**src/gpm_map.svh**
```systemverilog
// register offsets, field positions, mode codes, reset values and timing for the pin mode block
`ifndef GPM_MAP_SVH
`define GPM_MAP_SVH
// byte offsets of the register words
`define GPM_CFGL_A_OFS      8'h00
`define GPM_CFGH_C_OFS      8'h14
`define GPM_OUT_A_OFS       8'h18
`define GPM_OUT_C_OFS       8'h20
`define GPM_IN_A_OFS        8'h24
`define GPM_IN_C_OFS        8'h2C
`define GPM_DBGCFG_OFS      8'h30
`define GPM_DBGSTAT_OFS     8'h34
// debug config fields
`define GPM_DBGCFG_DIS_BIT  0
`define GPM_DBGCFG_EXT_BIT  1
`define GPM_DBGCFG_TRC_BIT  2
`define GPM_DBGCFG_RST      3'h2
// debug status fields
`define GPM_DBGSTAT_BOOT_BIT 0
`define GPM_DBGSTAT_SW_BIT   1
`define GPM_DBGSTAT_JTAG_BIT 2
`define GPM_BOOT_RST        1'h1
// mode codes
`define GPM_MODE_ANALOG     4'h0
`define GPM_MODE_OUT_PP     4'h1
`define GPM_MODE_IN_FLOAT   4'h4
`define GPM_MODE_OUT_OD     4'h5
`define GPM_MODE_IN_PULL    4'h8
`define GPM_MODE_ALT_PP     4'h9
`define GPM_MODE_ALT_SCLK   4'hB
`define GPM_MODE_ALT_OD     4'hD
// pin indexes: port a 0..7, port b 8..15, port c 16..23
`define GPM_PIN_PA4         4
`define GPM_PIN_PA5         5
`define GPM_PIN_PA7         7
`define GPM_PIN_PC0         16
`define GPM_PIN_PC2         18
`define GPM_PIN_PC3         19
`define GPM_PIN_PC4         20
`define GPM_TIM_OPT_LSB     4
// boot window timing
`define GPM_CLK_PERIOD_NS   4
`define GPM_RC_PERIOD_NS    83
`define GPM_BOOT_RC_PERIODS 512
// axi responses
`define GPM_RESP_OKAY       2'h0
`define GPM_RESP_SLVERR     2'h2
`endif

```
**src/gpm_pkg.sv**
```systemverilog
// types shared by the pin mode block
package gpm_pkg;
  // drive seen by one package pin
  typedef struct packed {
    logic val;    // level driven when enabled
    logic oe_n;   // low while the pin is driven
    logic pu;     // pull-up on
    logic pd;     // pull-down on
  } gpm_pad_t;

  typedef enum logic [1:0] {
    GPM_BOOT_START,
    GPM_BOOT_HOLD,
    GPM_BOOT_DONE
  } gpm_boot_t;
endpackage : gpm_pkg

```
**src/gpm_top.sv**
```systemverilog
// pin mode configuration with forced functions, alternate routing, boot select and axi4-lite registers
`timescale 1ns/100ps
`include "gpm_map.svh"
module gpm_top
  import gpm_pkg::*;
#(
  parameter int NPINS       = 24,
  parameter int RC_DIV      = `GPM_RC_PERIOD_NS / `GPM_CLK_PERIOD_NS,
  parameter int BOOT_PERIODS = `GPM_BOOT_RC_PERIODS
) (
  input  wire logic              clk,
  input  wire logic              reset,
  // axi4-lite slave
  input  wire logic [7:0]        s_axi_awaddr,
  input  wire logic              s_axi_awvalid,
  output logic                   s_axi_awready,
  input  wire logic [31:0]       s_axi_wdata,
  input  wire logic [3:0]        s_axi_wstrb,
  input  wire logic              s_axi_wvalid,
  output logic                   s_axi_wready,
  output logic [1:0]             s_axi_bresp,
  output logic                   s_axi_bvalid,
  input  wire logic              s_axi_bready,
  input  wire logic [7:0]        s_axi_araddr,
  input  wire logic              s_axi_arvalid,
  output logic                   s_axi_arready,
  output logic [31:0]            s_axi_rdata,
  output logic [1:0]             s_axi_rresp,
  output logic                   s_axi_rvalid,
  input  wire logic              s_axi_rready,
  // package pins
  input  wire logic [NPINS-1:0]  pad_in,
  output logic [NPINS-1:0]       pad_out,
  output logic [NPINS-1:0]       pad_oe_n,
  output logic [NPINS-1:0]       pad_pull_up,
  output logic [NPINS-1:0]       pad_pull_down,
  output logic [NPINS-1:0]       periph_in,
  // alternate sources
  input  wire logic [3:0]        timer_channel_out,
  input  wire logic [7:0]        timer_route_option,
  input  wire logic [3:0]        timer_output_enable_reg,
  input  wire logic [NPINS-1:0]  serial_ctrl_out,
  input  wire logic [NPINS-1:0]  serial_ctrl_mode_en,
  input  wire logic              packet_trace_enable,
  input  wire logic              packet_trace_data,
  input  wire logic              cpu_trace_bit_two,
  input  wire logic              cpu_trace_bit_three,
  // debugger and system
  input  wire logic              dbg_jtag_active,
  input  wire logic              dbg_sw_active,
  input  wire logic              test_data_out,
  input  wire logic              swdio_out,
  input  wire logic              swdio_drive,
  input  wire logic              ext_regulator_enable,
  input  wire logic              boot_reset_cause,
  output logic                   boot_select_n_out,
  output logic                   boot_busy
);
  localparam int CW = $clog2(RC_DIV + 1);
  localparam int PW = $clog2(BOOT_PERIODS + 1);

  // configuration and state registers
  logic [3:0]       mode_r [NPINS];
  logic [NPINS-1:0] pin_output_level_r;
  logic [2:0]       debug_config_reg_r;
  logic             boot_select_capture_r;
  gpm_boot_t        boot_r, boot_nxt;
  logic [CW-1:0]    rc_cnt_r;
  logic [PW-1:0]    per_cnt_r;

  // bus holding registers
  logic             aw_hold_r, w_hold_r;
  logic [7:0]       aw_addr_r;
  logic [31:0]      w_data_r;
  logic [3:0]       w_strb_r;
  logic             bvalid_r, rvalid_r;
  logic [1:0]       bresp_r, rresp_r;
  logic [31:0]      rdata_r;

  // ---------------- write path ----------------
  // address and data are latched separately so they may arrive in any order
  assign s_axi_awready = !aw_hold_r && !bvalid_r;
  assign s_axi_wready  = !w_hold_r && !bvalid_r;
  wire   do_write      = aw_hold_r && w_hold_r && !bvalid_r;
  wire [5:0] w_idx     = aw_addr_r[7:2];
  wire   w_cfg         = do_write && (aw_addr_r <= `GPM_CFGH_C_OFS);
  wire   w_out         = do_write && (aw_addr_r >= `GPM_OUT_A_OFS) && (aw_addr_r <= `GPM_OUT_C_OFS);
  wire   w_ro          = (aw_addr_r >= `GPM_IN_A_OFS) && (aw_addr_r <= `GPM_IN_C_OFS)
                         || (aw_addr_r == `GPM_DBGSTAT_OFS);
  wire   w_dbg         = do_write && (aw_addr_r == `GPM_DBGCFG_OFS);
  wire   w_ok          = (aw_addr_r[1:0] == 2'h0) && (w_cfg || w_out || w_dbg || w_ro);
  wire [1:0] out_port  = 2'(w_idx - 6'(`GPM_OUT_A_OFS >> 2));
  wire [31:0] w_mask   = {{8{w_strb_r[3]}}, {8{w_strb_r[2]}}, {8{w_strb_r[1]}}, {8{w_strb_r[0]}}};

  // catch the address and data halves of a write
  always_ff @(posedge clk or posedge reset) begin
    if (reset) begin
      aw_hold_r <= 1'b0;
      w_hold_r  <= 1'b0;
      aw_addr_r <= 8'h00;
      w_data_r  <= 32'h0000_0000;
      w_strb_r  <= 4'h0;
    end else begin
      if (s_axi_awvalid && s_axi_awready) begin
        aw_hold_r <= 1'b1;
        aw_addr_r <= s_axi_awaddr;
      end else if (do_write) begin
        aw_hold_r <= 1'b0;
      end
      if (s_axi_wvalid && s_axi_wready) begin
        w_hold_r <= 1'b1;
        w_data_r <= s_axi_wdata;
        w_strb_r <= s_axi_wstrb;
      end else if (do_write) begin
        w_hold_r <= 1'b0;
      end
    end
  end

  // write response; unmapped or misaligned writes answer slverr and store nothing
  always_ff @(posedge clk or posedge reset) begin
    if (reset) begin
      bvalid_r <= 1'b0;
      bresp_r  <= `GPM_RESP_OKAY;
    end else if (do_write) begin
      bvalid_r <= 1'b1;
      bresp_r  <= w_ok ? `GPM_RESP_OKAY : `GPM_RESP_SLVERR;
    end else if (s_axi_bready) begin
      bvalid_r <= 1'b0;
    end
  end
  assign s_axi_bvalid = bvalid_r;
  assign s_axi_bresp  = bresp_r;

  // mode codes: word idx 2p is pins 3..0 of port p, 2p+1 is pins 7..4
  genvar g;
  generate
    for (g = 0; g < NPINS; g++) begin : g_cfg
      localparam int WIDX = (g / 8) * 2 + ((g % 8) / 4);            // word holding this pin
      localparam int FLSB = (g % 4) * 4;                              // field inside the word
      always_ff @(posedge clk or posedge reset) begin
        if (reset) begin
          mode_r[g] <= `GPM_MODE_IN_FLOAT;
        end else if (w_cfg && (w_idx == 6'(WIDX)) && w_ok && w_mask[FLSB]) begin
          mode_r[g] <= w_data_r[FLSB +: 4];
        end
      end
    end
  endgenerate

  // output-level bits and debug configuration
  always_ff @(posedge clk or posedge reset) begin
    if (reset) begin
      pin_output_level_r <= '0;
      debug_config_reg_r <= `GPM_DBGCFG_RST;
    end else begin
      if (w_out && w_ok && w_strb_r[0]) begin
        pin_output_level_r[out_port*8 +: 8] <= w_data_r[7:0];
      end
      if (w_dbg && w_ok && w_strb_r[0]) begin
        debug_config_reg_r <= w_data_r[2:0];
      end
    end
  end

  // ---------------- read path ----------------
  logic [31:0] rd_word;
  logic        rd_ok;
  logic [NPINS-1:0] pin_input_level;
  wire [5:0] r_idx = s_axi_araddr[7:2];
  assign s_axi_arready = !rvalid_r;

  // read decode; input words show the live pin level, analog pins read 1 unless a forced function holds them
  always_comb begin
    rd_word = 32'h0000_0000;
    rd_ok   = (s_axi_araddr[1:0] == 2'h0);
    if (s_axi_araddr <= `GPM_CFGH_C_OFS) begin
      for (int i = 0; i < 4; i++) begin
        rd_word[i*4 +: 4] = mode_r[r_idx*4 + i];
      end
    end else if (s_axi_araddr <= `GPM_OUT_C_OFS) begin
      rd_word[7:0] = pin_output_level_r[2'(r_idx - 6'(`GPM_OUT_A_OFS >> 2))*8 +: 8];
    end else if (s_axi_araddr <= `GPM_IN_C_OFS) begin
      rd_word[7:0] = pin_input_level[2'(r_idx - 6'(`GPM_IN_A_OFS >> 2))*8 +: 8];
    end else if (s_axi_araddr == `GPM_DBGCFG_OFS) begin
      rd_word[2:0] = debug_config_reg_r;
    end else if (s_axi_araddr == `GPM_DBGSTAT_OFS) begin
      rd_word[`GPM_DBGSTAT_BOOT_BIT] = boot_select_capture_r;
      rd_word[`GPM_DBGSTAT_SW_BIT]   = dbg_sw_active;
      rd_word[`GPM_DBGSTAT_JTAG_BIT] = dbg_jtag_active;
    end else begin
      rd_ok = 1'b0;
    end
  end

  // read data register, held until rready
  always_ff @(posedge clk or posedge reset) begin
    if (reset) begin
      rvalid_r <= 1'b0;
      rdata_r  <= 32'h0000_0000;
      rresp_r  <= `GPM_RESP_OKAY;
    end else if (s_axi_arvalid && s_axi_arready) begin
      rvalid_r <= 1'b1;
      rdata_r  <= rd_ok ? rd_word : 32'h0000_0000;
      rresp_r  <= rd_ok ? `GPM_RESP_OKAY : `GPM_RESP_SLVERR;
    end else if (s_axi_rready) begin
      rvalid_r <= 1'b0;
    end
  end
  assign s_axi_rvalid = rvalid_r;
  assign s_axi_rdata  = rdata_r;
  assign s_axi_rresp  = rresp_r;

  // ---------------- alternate output source ----------------
  logic [NPINS-1:0] tim_hit, tim_val, alt_val;
  localparam logic [4:0] TIM_PIN_A [4] = '{5'h00, 5'h03, 5'h01, 5'h02};
  localparam logic [4:0] TIM_PIN_B [4] = '{5'h09, 5'h0A, 5'h0B, 5'h0C};

  // enabled timer channels land on the pin their option bit picks
  always_comb begin
    tim_hit = '0;
    tim_val = '0;
    for (int c = 0; c < 4; c++) begin
      if (timer_output_enable_reg[c]) begin
        if (timer_route_option[`GPM_TIM_OPT_LSB + c]) begin
          tim_hit[TIM_PIN_B[c]] = 1'b1;
          tim_val[TIM_PIN_B[c]] = timer_channel_out[c];
        end else begin
          tim_hit[TIM_PIN_A[c]] = 1'b1;
          tim_val[TIM_PIN_A[c]] = timer_channel_out[c];
        end
      end
    end
  end

  // per-pin source: trace on PA4/PA5, else timer over serial, else 0
  wire trace_cpu = debug_config_reg_r[`GPM_DBGCFG_TRC_BIT];
  always_comb begin
    for (int p = 0; p < NPINS; p++) begin
      if (tim_hit[p]) begin
        alt_val[p] = tim_val[p];
      end else if (serial_ctrl_mode_en[p]) begin
        alt_val[p] = serial_ctrl_out[p];
      end else begin
        alt_val[p] = 1'b0;
      end
    end
    alt_val[`GPM_PIN_PA4] = trace_cpu ? cpu_trace_bit_two : packet_trace_enable;
    alt_val[`GPM_PIN_PA5] = trace_cpu ? cpu_trace_bit_three : packet_trace_data;
  end

  // ---------------- forced functions ----------------
  logic [NPINS-1:0] force_en;
  gpm_pad_t         force_pad [NPINS];
  wire dbg_on   = !debug_config_reg_r[`GPM_DBGCFG_DIS_BIT];
  wire jtag_on  = dbg_on && dbg_jtag_active;
  wire sw_on    = dbg_on && dbg_sw_active;
  wire ext_on   = debug_config_reg_r[`GPM_DBGCFG_EXT_BIT];

  // override table; anything not listed follows its mode code
  always_comb begin
    for (int p = 0; p < NPINS; p++) begin
      force_en[p]  = 1'b0;
      force_pad[p] = '{val: 1'b0, oe_n: 1'b1, pu: 1'b0, pd: 1'b0};
    end
    if (ext_on) begin
      force_en[`GPM_PIN_PA7]  = 1'b1;
      force_pad[`GPM_PIN_PA7] = '{val: 1'b0, oe_n: ext_regulator_enable, pu: 1'b0, pd: 1'b0};
    end
    if (boot_busy) begin
      force_en[`GPM_PIN_PA5]  = 1'b1;
      force_pad[`GPM_PIN_PA5] = '{val: 1'b0, oe_n: 1'b1, pu: 1'b1, pd: 1'b0};
    end
    if (jtag_on) begin
      force_en[`GPM_PIN_PC0]  = 1'b1;
      force_pad[`GPM_PIN_PC0] = '{val: 1'b0, oe_n: 1'b1, pu: 1'b1, pd: 1'b0};
      force_en[`GPM_PIN_PC2]  = 1'b1;
      force_pad[`GPM_PIN_PC2] = '{val: test_data_out, oe_n: 1'b0, pu: 1'b0, pd: 1'b0};
      force_en[`GPM_PIN_PC3]  = 1'b1;
      force_pad[`GPM_PIN_PC3] = '{val: 1'b0, oe_n: 1'b1, pu: 1'b1, pd: 1'b0};
      force_en[`GPM_PIN_PC4]  = 1'b1;
      force_pad[`GPM_PIN_PC4] = '{val: 1'b0, oe_n: 1'b1, pu: 1'b1, pd: 1'b0};
    end else if (sw_on) begin
      force_en[`GPM_PIN_PC4]  = 1'b1;
      force_pad[`GPM_PIN_PC4] = '{val: swdio_out, oe_n: !swdio_drive, pu: 1'b0, pd: 1'b0};
    end
  end

  // ---------------- boot select window ----------------
  // the cause is looked at after release, since an async reset may only load constants
  wire rc_tick = (rc_cnt_r == CW'(RC_DIV - 1));
  always_comb begin
    boot_nxt = boot_r;
    unique case (boot_r)
      GPM_BOOT_START: boot_nxt = boot_reset_cause ? GPM_BOOT_HOLD : GPM_BOOT_DONE;
      GPM_BOOT_HOLD:  if (rc_tick && per_cnt_r == PW'(BOOT_PERIODS - 1)) boot_nxt = GPM_BOOT_DONE;
      GPM_BOOT_DONE:  boot_nxt = GPM_BOOT_DONE;
    endcase
  end
  assign boot_busy = (boot_r != GPM_BOOT_DONE);

  // rc period divider and window counter
  always_ff @(posedge clk or posedge reset) begin
    if (reset) begin
      boot_r    <= GPM_BOOT_START;
      rc_cnt_r  <= '0;
      per_cnt_r <= '0;
    end else begin
      boot_r    <= boot_nxt;
      rc_cnt_r  <= (rc_tick || boot_r != GPM_BOOT_HOLD) ? '0 : rc_cnt_r + 1'b1;
      per_cnt_r <= (boot_r != GPM_BOOT_HOLD) ? '0 : per_cnt_r + PW'(rc_tick);
    end
  end

  // sample at the end of the window; other resets keep the reset value
  always_ff @(posedge clk or posedge reset) begin
    if (reset) begin
      boot_select_capture_r <= `GPM_BOOT_RST;
    end else if (boot_r == GPM_BOOT_HOLD && boot_nxt == GPM_BOOT_DONE) begin
      boot_select_capture_r <= pad_in[`GPM_PIN_PA5];
    end
  end
  assign boot_select_n_out = boot_select_capture_r;

  // ---------------- pin cells ----------------
  generate
    for (g = 0; g < NPINS; g++) begin : g_pin
      gpm_pad_t pad;
      gpm_pin u_pin (
        .mode      (mode_r[g]),
        .sw_out    (pin_output_level_r[g]),
        .alt_out   (alt_val[g]),
        .force_en  (force_en[g]),
        .force_pad (force_pad[g]),
        .pin_level (pad_in[g]),
        .pad       (pad),
        .rd_level  (pin_input_level[g])
      );
      assign pad_out[g]       = pad.val;
      assign pad_oe_n[g]      = pad.oe_n;
      assign pad_pull_up[g]   = pad.pu;
      assign pad_pull_down[g] = pad.pd;
      assign periph_in[g]     = pin_input_level[g];
    end
  endgenerate
endmodule : gpm_top

```
**src/gpm_pin.sv**
```systemverilog
// one pin: mode decode into pad drive and input read value
`timescale 1ns/100ps
`include "gpm_map.svh"
module gpm_pin
  import gpm_pkg::*;
(
  input  wire logic [3:0] mode,
  input  wire logic       sw_out,
  input  wire logic       alt_out,
  input  wire logic       force_en,
  input  wire gpm_pad_t   force_pad,
  input  wire logic       pin_level,
  output gpm_pad_t        pad,
  output logic            rd_level
);
  gpm_pad_t mode_pad;
  wire is_analog = (mode == `GPM_MODE_ANALOG) && !force_en;

  // decode the mode code; an unknown code parks the pin as a floating input
  always_comb begin
    mode_pad = '{val: 1'b0, oe_n: 1'b1, pu: 1'b0, pd: 1'b0};
    case (mode)
      `GPM_MODE_ANALOG:   mode_pad.oe_n = 1'b1;
      `GPM_MODE_IN_FLOAT: mode_pad.oe_n = 1'b1;
      `GPM_MODE_IN_PULL: begin
        mode_pad.pu = sw_out;
        mode_pad.pd = !sw_out;
      end
      `GPM_MODE_OUT_PP: begin
        mode_pad.val  = sw_out;
        mode_pad.oe_n = 1'b0;
      end
      `GPM_MODE_OUT_OD: mode_pad.oe_n = sw_out;
      `GPM_MODE_ALT_PP, `GPM_MODE_ALT_SCLK: begin
        mode_pad.val  = alt_out;
        mode_pad.oe_n = 1'b0;
      end
      `GPM_MODE_ALT_OD: mode_pad.oe_n = alt_out;
      default:          mode_pad.oe_n = 1'b1;
    endcase
  end

  // forced functions win over the mode code
  assign pad      = force_en ? force_pad : mode_pad;
  // analog ties the schmitt input high unless a forced function holds the pin, every other mode sees the pin
  assign rd_level = is_analog ? 1'b1 : pin_level;
endmodule : gpm_pin

```
**config.mk**
```make
export PLATFORM = sky130hd
export DESIGN_NAME = gpm_top
export DESIGN_NICKNAME = d
export VERILOG_FILES = /design/src/gpm_pkg.sv /design/src/gpm_top.sv /design/src/gpm_pin.sv
export VERILOG_INCLUDE_DIRS = /design/src
export SDC_FILE = /design/constraint.sdc
export NUM_CORES = 1
export LEC_CHECK = 0
export BUFFER_PORTS_ARGS = -buffer_cell sky130_fd_sc_hd__buf_2
export CORE_ASPECT_RATIO = 0.8
export CORE_MARGIN = 4
export CORE_UTILIZATION = 46
export CTS_CLUSTER_SIZE = 28
export DETAILED_ROUTE_END_ITERATION = 6
export PLACE_DENSITY_LB_ADDON = 0.08
export SLEW_MARGIN = 20
export SYNTH_ARGS = -nofsm -noshare
export SYNTH_HDL_FRONTEND = slang
export SYNTH_SLANG_ARGS = --single-unit
```
**constraint.sdc**
```tcl
create_clock -name clk -period 9.81 [get_ports clk]
set_input_delay 2.4525 -clock clk [delete_from_list [all_inputs] [get_ports clk]]
set_output_delay 2.4525 -clock clk [all_outputs]
set_load 0.005 [all_outputs]
```
# After elaboration in Yosys (flattened, before gate mapping)
# Cells that the tools add are included.
# op_classes
order_cmp,12
n_mux,218
multipliers,0
bitwise,4
n_reduce_logical,172
div_mod_pow,0
n_eq_ne,160
addsub,9
shift,4
# ops
op,n
$eq A4 B4 Y1 const B,96
$ge A33 B6 Y1 const B,4
$mux W1,105
$not A9 Y33,3
$eq A4 B1 Y1 const B,24
$eq A4 B3 Y1 const B,24
$logic_not A4 Y1,24
$bmux W4 S5,4
$pmux W1 S3,24
$reduce_or A3 Y1,24
$mux W4,16
$mux W2,31
$logic_and A1 B1 Y1,51
$pmux W1 S2,24
$reduce_or A2 Y1,24
$shiftx A24 B6 Y8,2
$logic_not A1 Y1,36
$neg A5 Y34,1
$shift A8 B34 Y24 const A,1
$shiftx A8 B34 Y24,1
$not A8 Y33,1
$eq A8 B6 Y1 const B,4
$le A8 B6 Y1 const B,4
$mux W8,4
other kinds (28),47
# totals
mem_bits_ro,0
latch_bits,0
output_inout_bits,163
in_bits,158
ff_bits,207
ramBits,0
n_memories,0
elab_cells,619

# Longest topological paths before layout
# logic_depth
ltp_word,12
ltp_mapped,11
mapped_depth_nobuf,9

# Hierarchy
# Synthesis repeated with hierarchy kept, for this count alone.
# hier_totals
cells_unflattened,1349
hier_area_um2,13180.1
# by_module_without_submodules
mod,cells_per_inst,n_inst,seq_area_each_um2,area_per_inst_um2
gpm_top,845,1,4762.1,9696.8
gpm_pin,21,24,0.0,145.1

# Worst setup path after synthesis
# Ideal clock, no wire load.
# synth_timing
kind,input to output
startpoint,input dbg_jtag_active
endpoint,output periph_in[18]
t_required_ns,7.358
cell_stages,4
n_path_buf,1
t_arrival_ns,3.308
path_slack_ns,4.049
path_cell_list,nor2b_1 > or3_1 > o31ai_1 > buf_4
# synth_between
elab_chain_len,5
# synth_lines
element,line_no,rtl
"start, declared",gpm_top.sv:49,"input wire logic dbg_jtag_active,"
$logic_and A1 B1 Y1,gpm_top.sv:256,wire jtag_on = dbg_on && dbg_jtag_active;
$mux W2,gpm_top.sv:274,if (jtag_on) begin
$logic_not A1 Y1,gpm_pin.sv:17,wire is_analog = (mode == `GPM_MODE_ANALOG) && !force_en;
$logic_and A1 B1 Y1,gpm_pin.sv:17,
$mux W1,gpm_pin.sv:46,assign rd_level = is_analog ? 1'b1 : pin_level;
"end, declared",gpm_top.sv:37,"output logic [NPINS-1:0] periph_in,"
# No other way between the ends.

# Worst setup path after layout
# Same ends and word-level chain as after synthesis.

==> metrics.yaml <==
global_routing:
  overflow: 0
  grt.total_usage: 0.257
  antenna_found_initial: 0
  grt_max_degree: 77
  grt_pass1_wl_mm: 54.9
  grt_pass1_vias: 9526
logic_synthesis:
  synthFlopType: "dfrtp_1"
  synthXorXnorAreaFrac: 0.00605
  synthAdderAreaFrac: 0.0140
  synthCells: 1186
  synth_top_area_share: 0.352
  ys_top_cells_by_area: "dfrtp_1 35%, mux2_2 12%, dfstp_2 5.9%"
  synthSimpleGateAreaFrac: 0.190
  async_reset_ff_frac: 1.00
  yosys_warnings: 0
  syn_area_per_cell_um2: 9.76
  syn-cell-area_mm2: 0.0116
  ys_ff_latch: 189
  synth_enable_flop_cells: 0
  synth_largest_area_cell: "dfrtp_1"
  synth.area.mux_share: 0.184
  synth_top_family_by_area: "simple AND/OR/NAND/NOR gates"
  synth_cell_type_count: 77
  ys_seq_area_frac: 0.411
  synth_compound_area_frac: 0.129
critical_path:
  criticalPathCategory: "in2out"
  critPathCaptureType: "output port"
  cp_max_fo: 7
  cp.arrival_ns: 3.78
  worstPathRequired_ns: 7.36
  critPathLaunchType: "input port"
floorplanning:
  initial_utilization: 0.471
  die_x_um: 185
  die_area_mm2: 0.0278
  fp.dieH_um: 150
  rows: 51
  ios: 321
  core-area_mm2: 0.0246
cts:
  cts_root_buf: "clkbuf_16"
  cts.clk_slew.worst_paths_ns: 0.07
  cts_tree: "yes"
  cts_hold_buf: 0
  postCtsSetupRepairBufs: 0
  cts_made_buffers: 17
  clk_path_buf_depth: 2
  cts_resized: 0
  h-tree-depth: 4
  worst_skew_pair.late_latency_ns: 0.43
  cts.sinks: 189
cells_and_area:
  drive_gt1_frac: 0.351
  fin_nets: 1591
  antennaDiodeCount: 0
  fillers: 2257
  post-route-util: 0.553
  area_delta_synth_final_pct: 17.4
detailed_routing:
  drt_iter0_markers: 705
  dr.pass1.iters: 5
  viasPerCell: 5.71
  route.antenna.remaining_nets: 0
  drc: 0
  routed_wl_mm: 36.5
  via_count: 9996
  wl_per_cell_um: 20.8
timing:
  final.setup.worst_slack_ns: 3.58
  period_needed_ns: 6.23
  max_slew_margin: 0.325
  fmax_ghz: 0.161
  rsz0062_at_grt: "false"
  worst_clock_skew_ns: 0.0135
  fin_setup_tns_ns: 0
  period_share: 0.635
  setup_viol: 0
  slew_viol_final: 0
  worstMarginPinSlew_ns: 1.01
  hold_viol: 0
placement:
  dp_slack_ns: 3.60
  portBuffers: 276
  dp_hpwl_mm: 27.1
  place_congestion: 0.877
status:
  outcome: "completed"
flow_run:
  maxCapViolCount: 0
pwr:
  ir_worst_vdd_v: 0.000116
  p_leak_nw: 6.43
  pwr_density_cell_mw_per_mm2: 187
min_path:
  hold_class: "reg2reg"
-- worst max-delay path: stages --
cell,delay [ns]
buf_2,0.14
nor2b_1,0.66
or3_1,0.28
o31ai_1,0.10
buf_2,0.14
-- power breakdown --
group	total (mW)	leakage, nW	internal [mW]	switching, mW
Clock	0.725	0.292	0.411	0.313
Combinational	0.648	3.67	0.305	0.343
Sequential	1.17	2.47	0.913	0.259
Total	2.54	6.43	1.63	0.915
-- placed cells by master (no fill, tap or decap), types with 15 or more instances in the layout --
cell type,instances
nand3_1,33
inv_1,65
dfstp_2,26
o211ai_1,15
nor2b_1,34
a21oi_1,27
buf_2,276
nor4_1,22
o21ai_0,79
mux2i_1,33
conb_1,18
and2_1,15
mux4_2,16
mux2_2,126
nand2_1,150
dfrtp_1,163
and3_1,27
nor2_1,49
nor3_1,20
clkbuf_16,17
-- metal layers --
layer	global-route usage	wire [µm]
met1	0.378	17500
met2	0.389	16000
met3	0.0574	2310
met4	0.0558	610
met5	0	0
-- Yosys cell counts, types with 10 or more instances --
cell      count
nor2_1       49
mux2_2      126
a21oi_1      27
clkbuf_1     24
a22oi_1      10
inv_1        66
nor4b_1      13
o41ai_1      10
nor2b_1      34
o211a_1      10
nor4_1       22
mux2i_1      33
nand2_1     150
ha_1         13
nand3_1      33
o211ai_1     15
mux4_2       16
dfstp_2      26
dfrtp_1     163
nor3b_1      11
nor3_1       21
and3_1       27
and2_1       15
o21ai_0      79
buf_4        46
-- final timing paths --
kind / start / end / slack (ns) / cells after the start
setup / recovery: dbg_jtag_active / periph_in[18] / 3.58 / 5
hold / removal: rc_cnt_r[0]$_DFF_PP0_ / rc_cnt_r[0]$_DFF_PP0_ / 0.46 / 1
setup reg to reg: aw_addr_r[2]$_DFFE_PP0P_ / pin_output_level_r[1]$_DFFE_PP0P_ / 7.35 / 6
hold reg to reg: rc_cnt_r[0]$_DFF_PP0_ / rc_cnt_r[0]$_DFF_PP0_ / 0.46 / 1
max in group asynchronous: reset / s_axi_rdata[11]$_DFFE_PP0P_ / 6.28 / 3
min in group asynchronous: reset / per_cnt_r[3]$_DFF_PP0_ / 2.07 / 2
-- area by class of cell --
class / instances / area [µm²] / share of cell area
Inverter: 67 / 256 / 0.0189
Clock inverter: 12 / 159 / 0.0117
Sequential cell: 189 / 4760 / 0.350
Tap cell: 318 / 398 / 0.0293
Timing Repair Buffer: 283 / 1430 / 0.106
Clock buffer: 20 / 447 / 0.0329
Multi-Input combinational cell: 862 / 6130 / 0.451
-- cells by family (layout without fill, tap and decap cells) --
kind of cell | after synthesis | in the layout
buffers and inverters | 152 | 382
adder cells (fa/ha/maj) | 13 | 13
other | 1 | 18
AO/OA/AOI/OAI | 222 | 222
XOR/XNOR | 8 | 8
flip-flops | 189 | 189
multiplexers | 177 | 177
AND/OR/NAND/NOR | 424 | 424
-- per-stage QoR --
| stage | instance area, µm² | hold slack [ns] | cells | power [mW] |
|---|---|---|---|---|
| global route | 13600 | 0.495 | 1751 | 2.68 |
| CTS | 13600 | 0.466 | 1751 | 2.55 |
| floorplan | 11600 | 0.431 | 1203 | 1.55 |
| finish | 13600 | 0.464 | 1751 | 2.54 |
| global placement | 13000 | 0.453 | 1719 | 1.81 |
| detailed placement | 13000 | 0.451 | 1719 | 1.83 |
-- sequential cells by signal (all words and copies together), names as in the netlist, 2 cells and up --
| name | count |
|---|---|
| rc_cnt_r | 5 |
| w_data_r | 16 |
| debug_config_reg_r | 3 |
| pin_output_level_r | 24 |
| per_cnt_r | 10 |
| aw_addr_r | 8 |
| w_strb_r | 2 |
| boot_r | 2 |
| s_axi_rdata | 16 |
| mode_r | 96 |
Power figures use the tool's default switching activity.
